===== src/csu_pkg.sv =====
// Purpose: Shared constants and types for the clock synthesis unit.
// Assumes: One 125 MHz register clock; reference clocks arrive as levels.
// Notes: All clock outputs are produced as registered levels, never gated.
package csu_pkg;
    // Width of the oscillator trim field.
    localparam int TRIM_W = 10;
    // Position of the trim field in the oscillator control register.
    localparam int TRIM_LSB = 0;
    // Reset value of the trim field until software writes a trim.
    localparam logic [9:0] TRIM_RESET = 10'h200;
    // Width of the postscaler select field.
    localparam int POST_W = 3;
    // Reset value of the postscaler select (divide by one).
    localparam logic [2:0] POST_RESET = 3'h0;
    // Largest legal postscaler code (divide by 32).
    localparam logic [2:0] POST_MAX = 3'h5;
    // Multiplication factor of the synthesis path.
    localparam int MULT = 8;
    // Reset value of the reference select (relaxation oscillator).
    localparam logic SRC_RESET = 1'b0;
    // Time without a rising reference edge after which it counts as lost.
    localparam int LOSS_TIME_NS = 2000;
    localparam int CLK_NS = 8;
    // Longest wait rounds down to whole cycles.
    localparam int LOSS_CYC = LOSS_TIME_NS / CLK_NS;
    localparam int LOSS_W = 8;
    // Cycles of silence on the output while a switch settles.
    localparam logic [3:0] QUIET_CYC = 4'h4;

    // Switch sequencer states.
    typedef enum logic [1:0] {CSU_RUN, CSU_DRAIN, CSU_QUIET} csu_state_t;
endpackage


===== src/csu_sync3.sv =====
// Purpose: Three-stage synchroniser for an asynchronous level.
// Assumes: The input may change at any time relative to clk.
// Notes: A change is taken once the second and third stages agree.
module csu_sync3 (
    input wire logic clk,
    input wire logic resetn,
    input wire logic din,
    output logic dout
);
    // Stage one is read only by stage two.
    logic s1_q, s2_q, s3_q;
    // Filtered level, updated only when the last two stages agree.
    logic out_q;

    // Shift chain and agreement filter.
    always_ff @(posedge clk or negedge resetn) begin
        if (!resetn) begin
            s1_q <= 1'b0;
            s2_q <= 1'b0;
            s3_q <= 1'b0;
            out_q <= 1'b0;
        end else begin
            s1_q <= din;
            s2_q <= s1_q;
            s3_q <= s2_q;
            if (s2_q == s3_q) begin
                out_q <= s3_q;
            end
        end
    end

    assign dout = out_q;
endmodule


===== src/csu_top.sv =====
// Purpose: Reference select, times-eight multiplier and postscaler.
// Assumes: Reference clocks are far slower than clk and arrive as levels.
// Notes: The multiplier is modelled by measuring the reference period and
// Notes: toggling the output eight times faster; no analog loop here.
module csu_top (
    input wire logic clk,
    input wire logic resetn,
    input wire logic relax_clk,
    input wire logic crystal_input_pin,
    input wire logic external_clock_pin,
    input wire logic external_clock_pin_alt,
    input wire logic clock_source_select,
    input wire logic ext_use_crystal,
    input wire logic ext_use_secondary,
    input wire logic synth_bypass,
    input wire logic [csu_pkg::POST_W-1:0] postscaler_sel,
    input wire logic relax_standby,
    input wire logic relax_powerdown,
    input wire logic [csu_pkg::TRIM_W-1:0] trim_wr_data,
    input wire logic trim_wr,
    input wire logic [csu_pkg::TRIM_W-1:0] factory_trim,
    output logic clk2x,
    output logic [csu_pkg::TRIM_W-1:0] oscillator_trim,
    output logic [csu_pkg::TRIM_W-1:0] flash_option_word_one,
    output logic relax_standby_out,
    output logic relax_powerdown_out,
    output logic ref_lost,
    output logic switching
);
    import csu_pkg::*;

    // Whole state of the block in one record.
    typedef struct packed {
        csu_state_t st;
        // Applied configuration, changed only at the drain step.
        logic src;
        logic ext_crystal_output_pin;
        logic ext_sec;
        logic bypass;
        logic [POST_W-1:0] post;
        // Trim and flash option words.
        logic [TRIM_W-1:0] trim;
        logic [TRIM_W-1:0] fopt;
        logic fopt_loaded;
        // Relaxation oscillator power controls.
        logic stby;
        logic pdn;
        // Reference period measurement.
        logic ref_prev;
        logic [LOSS_W-1:0] per_cnt;
        logic [LOSS_W-1:0] period;
        // Set when the next reference edge only restarts the count.
        logic resync;
        // Multiplier and postscaler.
        logic [LOSS_W-1:0] half_cnt;
        logic mult_ph;
        logic [4:0] post_cnt;
        logic synth_clk;
        // Loss flag and output sequencing.
        logic lost;
        logic [3:0] quiet;
        logic out;
    } csu_state_rec_t;

    csu_state_rec_t s_q, s_d;

    // Synchronised reference levels.
    logic relax_s, crystal_output_pin_s, pri_s, sec_s;
    // Currently selected reference level.
    logic ref_s;
    // Requested configuration differs from the applied one.
    logic cfg_change;

    csu_sync3 u_sync_relax (.clk(clk), .resetn(resetn),
        .din(relax_clk), .dout(relax_s));
    csu_sync3 u_sync_crystal_output_pin (.clk(clk), .resetn(resetn),
        .din(crystal_input_pin), .dout(crystal_output_pin_s));
    csu_sync3 u_sync_pri (.clk(clk), .resetn(resetn),
        .din(external_clock_pin), .dout(pri_s));
    csu_sync3 u_sync_sec (.clk(clk), .resetn(resetn),
        .din(external_clock_pin_alt), .dout(sec_s));

    // Postscaler code to the last count of multiplier edges per output
    // half period: a divide by D toggles after D edges, so D minus one.
    function automatic logic [4:0] post_half(input logic [POST_W-1:0] c);
        logic [POST_W-1:0] k;
        k = (c > POST_MAX) ? POST_MAX : c;
        return 5'((6'h01 << k) - 6'h01);
    endfunction

    // Reference mux; a powered down relaxation oscillator gives no edges.
    always_comb begin
        if (s_q.src == SRC_RESET) begin
            ref_s = relax_s & ~s_q.pdn;
        end else if (s_q.ext_crystal_output_pin) begin
            ref_s = crystal_output_pin_s;
        end else begin
            ref_s = s_q.ext_sec ? sec_s : pri_s;
        end
    end

    // A switch is pending when any requested field differs.
    assign cfg_change = (clock_source_select != s_q.src) ||
        (ext_use_crystal != s_q.ext_crystal_output_pin) ||
        (ext_use_secondary != s_q.ext_sec) ||
        (synth_bypass != s_q.bypass) ||
        (postscaler_sel != s_q.post);

    // Next-state logic for every field of the record.
    always_comb begin
        s_d = s_q;
        s_d.ref_prev = ref_s;
        // Factory trim is captured once after reset release.
        if (!s_q.fopt_loaded) begin
            s_d.fopt = factory_trim;
            s_d.fopt_loaded = 1'b1;
        end
        // Software trim write; the value goes straight to the oscillator.
        if (trim_wr) begin
            s_d.trim = trim_wr_data;
        end
        s_d.stby = relax_standby;
        // Power-down is honoured only when the relaxation source is idle.
        s_d.pdn = relax_powerdown && (s_q.src != SRC_RESET);
        // Period measurement of the reference, in clk cycles.
        if (ref_s && !s_q.ref_prev) begin
            s_d.per_cnt = '0;
            s_d.resync = 1'b0;
            // A partial period after a switch would race the multiplier.
            if (!s_q.resync) begin
                s_d.period = s_q.per_cnt;
                s_d.lost = 1'b0;
            end
        end else if (s_q.per_cnt == LOSS_W'(LOSS_CYC)) begin
            s_d.lost = 1'b1;
        end else begin
            s_d.per_cnt = s_q.per_cnt + 1'b1;
        end
        // Toggle sixteen times per reference period (times-eight multiply).
        if (s_q.lost) begin
            s_d.half_cnt = '0;
            s_d.mult_ph = 1'b0;
        end else if (s_q.half_cnt >= (s_q.period >> 4)) begin
            s_d.half_cnt = '0;
            s_d.mult_ph = ~s_q.mult_ph;
        end else begin
            s_d.half_cnt = s_q.half_cnt + 1'b1;
        end
        // Postscaler counts multiplier edges; divide by one passes through.
        if (s_q.post == 3'h0) begin
            s_d.synth_clk = s_d.mult_ph;
        end else if (s_d.mult_ph != s_q.mult_ph) begin
            if (s_q.post_cnt >= post_half(s_q.post)) begin
                s_d.post_cnt = '0;
                s_d.synth_clk = ~s_q.synth_clk;
            end else begin
                s_d.post_cnt = s_q.post_cnt + 5'h01;
            end
        end
        // Output selection and glitch-free switch sequencing.
        unique case (s_q.st)
            CSU_RUN: begin
                // Bypass follows the reference; otherwise the divider.
                if (s_q.bypass) begin
                    s_d.out = ref_s;
                end else begin
                    s_d.out = s_q.synth_clk & ~s_q.lost;
                end
                if (cfg_change) begin
                    s_d.st = CSU_DRAIN;
                end
            end
            CSU_DRAIN: begin
                // Hold high phase until it ends naturally; never cut it.
                if (!s_q.out || (s_q.bypass ? !ref_s : !s_q.synth_clk)) begin
                    s_d.out = 1'b0;
                    s_d.src = clock_source_select;
                    s_d.ext_crystal_output_pin = ext_use_crystal;
                    s_d.ext_sec = ext_use_secondary;
                    s_d.bypass = synth_bypass;
                    s_d.post = postscaler_sel;
                    s_d.post_cnt = '0;
                    s_d.synth_clk = 1'b0;
                    // Restart the period count on the new reference.
                    s_d.per_cnt = '0;
                    s_d.resync = 1'b1;
                    s_d.quiet = QUIET_CYC;
                    s_d.st = CSU_QUIET;
                end
            end
            CSU_QUIET: begin
                // Output low while the new source settles, then resume on
                // a low level so the first high phase is full length.
                s_d.out = 1'b0;
                if (s_q.quiet != 4'h0) begin
                    s_d.quiet = s_q.quiet - 4'h1;
                end else if (s_q.bypass ? !ref_s : !s_q.synth_clk) begin
                    s_d.st = CSU_RUN;
                end
            end
        endcase
    end

    // Single state register; reset picks the relaxation oscillator.
    always_ff @(posedge clk or negedge resetn) begin
        if (!resetn) begin
            s_q <= '0;
            s_q.st <= CSU_RUN;
            s_q.src <= SRC_RESET;
            s_q.post <= POST_RESET;
            s_q.trim <= TRIM_RESET;
            s_q.fopt <= TRIM_RESET;
            s_q.lost <= 1'b1;
            s_q.resync <= 1'b1;
        end else begin
            s_q <= s_d;
        end
    end

    assign clk2x = s_q.out;
    assign oscillator_trim = s_q.trim;
    assign flash_option_word_one = s_q.fopt;
    assign relax_standby_out = s_q.stby;
    assign relax_powerdown_out = s_q.pdn;
    assign ref_lost = s_q.lost;
    assign switching = (s_q.st != CSU_RUN);
endmodule


===== config.mk =====
export PLATFORM = sky130hd
export DESIGN_NAME = csu_top
export DESIGN_NICKNAME = d
export VERILOG_FILES = /design/src/csu_pkg.sv /design/src/csu_sync3.sv /design/src/csu_top.sv
export SDC_FILE = /design/constraint.sdc
export NUM_CORES = 1
export LEC_CHECK = 0
export BUFFER_PORTS_ARGS = -buffer_cell sky130_fd_sc_hd__buf_2
export CORE_MARGIN = 2
export CORE_UTILIZATION = 48
export DETAILED_ROUTE_END_ITERATION = 8
export PLACE_DENSITY = 0.69
export SETUP_SLACK_MARGIN = 0.05
export SLEW_MARGIN = 15
export SYNTH_ARGS = -nofsm -noshare
export SYNTH_HDL_FRONTEND = slang
export SYNTH_SLANG_ARGS = --single-unit

===== constraint.sdc =====
create_clock -name clk -period 4.91 [get_ports clk]
set_clock_uncertainty 0.05 [all_clocks]
set_input_delay 0.7365 -clock clk [delete_from_list [all_inputs] [get_ports clk]]
set_output_delay 0.7365 -clock clk [all_outputs]
set_load 0.01 [all_outputs]

==> results.md <==
- Status: completed
- R2R depth: 9
- Initial Util: 50.05%
- CP bufs+invs: 0
- Nets: 430
- Worst path max stage delay: 0.60 ns
- Synth async-reset ratio: 100.0%
- Post-synth EDFFs: 0
- Max Fclk: 345.3 MHz
- CP Data Arrival Time: roughly 3.1 ns
- Crit end category: flop
- Fill cells: 674
- Distinct cell type count after synthesis: 49
- Biggest register: s_q
- TritonCTS Buffers: 9
- Tightest Pin Transition: about 1.0 ns
- Main flop type after synthesis: dfrtp_1
- Worst R2R End: s_q[10]
- Resized Gates After CTS: 0
- # rows: 32
- Vias/cell: 5.041
- Die area: 8878 sq um
- H-tree depth: 3
- Clock transition at path regs: 0.09 ns
- Post-synthesis sequential area ratio: between 50% and 60%
- Setup_tns: 0 ns
- Worst-case hold slack: 0.3020 ns
- Slowest CP cell: a31oi_1
- Hold path startpoint: u_sync_pri.s1_q
- Syn-to-layout area delta: 11.11%
- Clock buffer depth: 2
- Final Wtd Congestion: 0.8088
- FF-to-FF setup slack: 2.01 ns
- Routed len/inst: 13.49 um
- Cts hold-fix bufs: 0
- # diodes: 0
- Largest net degree at the start of global routing: 84
- Sink Count: 83
- Cell count after synthesis: 330
- Postcts setup bufs: 0
- RSZ-0062 raised after global routing: no
- Grt ovf: 0
- Largest register FFs: 43
- Crit path max-delay family: compound AO/OA/AOI/OAI gates
- Worst setup SP type: flop
- Seq cells post-synth: 83
- CTS tree: built
- Synth Warn #: 0
- PortBufs: 60
- Slew headroom: 32.26%
- DR DRC count: 0
- Hold Fails Final Rpt: 0
- LEAKAGE: 1.999 nW
- GRT Overall Usage: about 16%
- Final Max Tran Viols: 0
- Initial antenna violation count: 0
- CP cell instances: or3_1, ha_1, xnor2_1, ha_1, a21oi_1, o21ai_0, a31oi_1, nand3_1, a31oi_1
- Final WL: 6517 um
- Hold path cells: 0
- Drt pass-1 iters: 4
- Avg Cell Area, Syn: 11.84 sq um
- Mapped Area: slightly below 4000 sq um
- Class of the worst hold path: reg -> reg
- Clock Latency Late Sink: 0.35 ns
- Vias: 2435
- Routed Antenna Nets: 0
- Final Cycle Share: around 59%
- Setup Crit Path Kind: reg -> reg
- Final HPWL DP: 4663 um
- I/O pin count: 61
- Vias in the first global route: ~2400
- Core area: 7807 sq um
- Worst Path Required: slightly above 5 ns
- Reg2Reg Launch Point: s_q[64]
- First-pass GRT wire length: 10990 um
- Die width: ~94 um
- Pwr/cell area: 492.5 nW/um^2
- Total of max-cap violations: 0
- Hold Path End: u_sync_pri.s2_q
- Tmin final: 2.896 ns
- VDD IR-drop max: 0.0002215 V
- CTS root buffer: clkbuf_8
- Layout cells sized above 1: 31.50%
- Final setup violation count: 0
- Crit-path max FO: 10
- Iteration-0 DRC Markers: 68
- DIE HEIGHT: ~94 um
## logic make-up (layout without fill, tap and decap cells)
family                     Yosys count  in the layout  share of synthesized area (%)
buffers and inverters               44             93                          6.788
DFF                                 83             83                          53.28
and+or+nand+nor                     87             87                          11.59
AOI/OAI and AO/OA                   42             42                          7.557
other                                2              4                         0.1922
adders and majority gates           22             22                          6.788
xor gates and xnor gates            17             17                          3.810
muxes                               33             33                          9.990
## routing by layer
metal	part of all wire, %	wire (um)	vias to the layer above	GRT usage, %
li1	-	-	1202	-
met1	46	2984	1183	21.18
met2	49	3197	44	25.60
met3	4.1	265	6	3.531
met4	1.1	69	0	6.401
met5	0	0	-	0
## synthesized netlist by cell type, types with 2 or more instances
cell	count	area share, %
a21o_1	2	0.38
a21oi_1	10	1.3
a31oi_1	6	0.96
and2_1	5	0.80
and3_1	4	0.64
buf_2	2	0.26
buf_4	20	3.8
buf_6	3	0.86
clkbuf_1	2	0.19
conb_1	2	0.19
dfrtp_1	79	51
dfstp_2	4	2.7
ha_1	18	5.8
inv_1	17	1.6
maj3_1	4	1.0
mux2_1	5	1.4
mux2_2	23	6.6
mux2_4	5	1.9
nand2_1	19	1.8
nand2b_1	2	0.32
nand3_1	14	1.8
nand3b_1	2	0.38
nand4_1	3	0.48
nor2_1	15	1.4
nor2_2	8	1.3
nor2b_1	2	0.32
nor3_1	5	0.64
nor3b_1	2	0.38
o211ai_1	2	0.38
o21ai_0	5	0.64
o21ai_1	4	0.51
o21bai_1	3	0.58
o31ai_1	2	0.38
xnor2_1	12	2.7
xor2_1	5	1.1
## worst max path at each step
stage                  from       to  slack, ns  cells after the start
floorplan           s_q[64]   s_q[6]       2.34                      9
global placement    s_q[64]   s_q[9]       2.16                      9
detailed placement  s_q[64]  s_q[10]       2.05                      9
CTS                 s_q[64]  s_q[10]       1.99                      9
global route        s_q[64]  s_q[10]       1.78                      9
finish              s_q[64]  s_q[10]       2.01                      9
## through the flow
stage	cell area (sq um)	power, mW	utilization [%]	instances	worst slack (ns)
CTS	4342	2.166	55.61	483	1.986
floorplan	3915	1.534	-	332	2.338
global placement	4144	1.642	53.08	467	2.158
detailed placement	4144	1.671	53.08	467	2.053
finish	4342	2.138	55.61	483	2.014
global route	4342	2.308	55.61	483	1.777
## where the power goes
part,internal [mW],switching (mW)
registers,0.811,0.118
clock network,0.238,0.248
logic,0.325,0.398
## cell type report
| type | instances | area, sq um | area share [%] |
|---|---|---|---|
| timing repair buffer | 60 | 302.8 | 6.974 |
| clock buffer | 9 | 123.9 | 2.853 |
| tap | 102 | 127.6 | 2.939 |
| multi-input combinational | 205 | 1568 | 36.11 |
| inverter | 17 | 63.81 | 1.470 |
| sequential | 83 | 2082 | 47.95 |
| clock inverter | 7 | 73.82 | 1.700 |
## layout by cell type, fill, tap and decap left out, drive strengths merged, types with 4 or more instances in the layout
cell	synthesis	routed
dfstp	4	4
ha	18	18
and2	5	5
a21oi	10	10
a31oi	6	6
dfrtp	79	79
clkbuf	2	9
and3	4	4
o21ai	9	9
buf	25	60
conb	2	4
maj3	4	4
nand2	19	19
inv	17	19
xor2	5	5
nand3	14	14
xnor2	12	12
nor2	23	23
nor3	5	5
mux2	33	33
No activity file was read; power rests on OpenSTA's default activity.
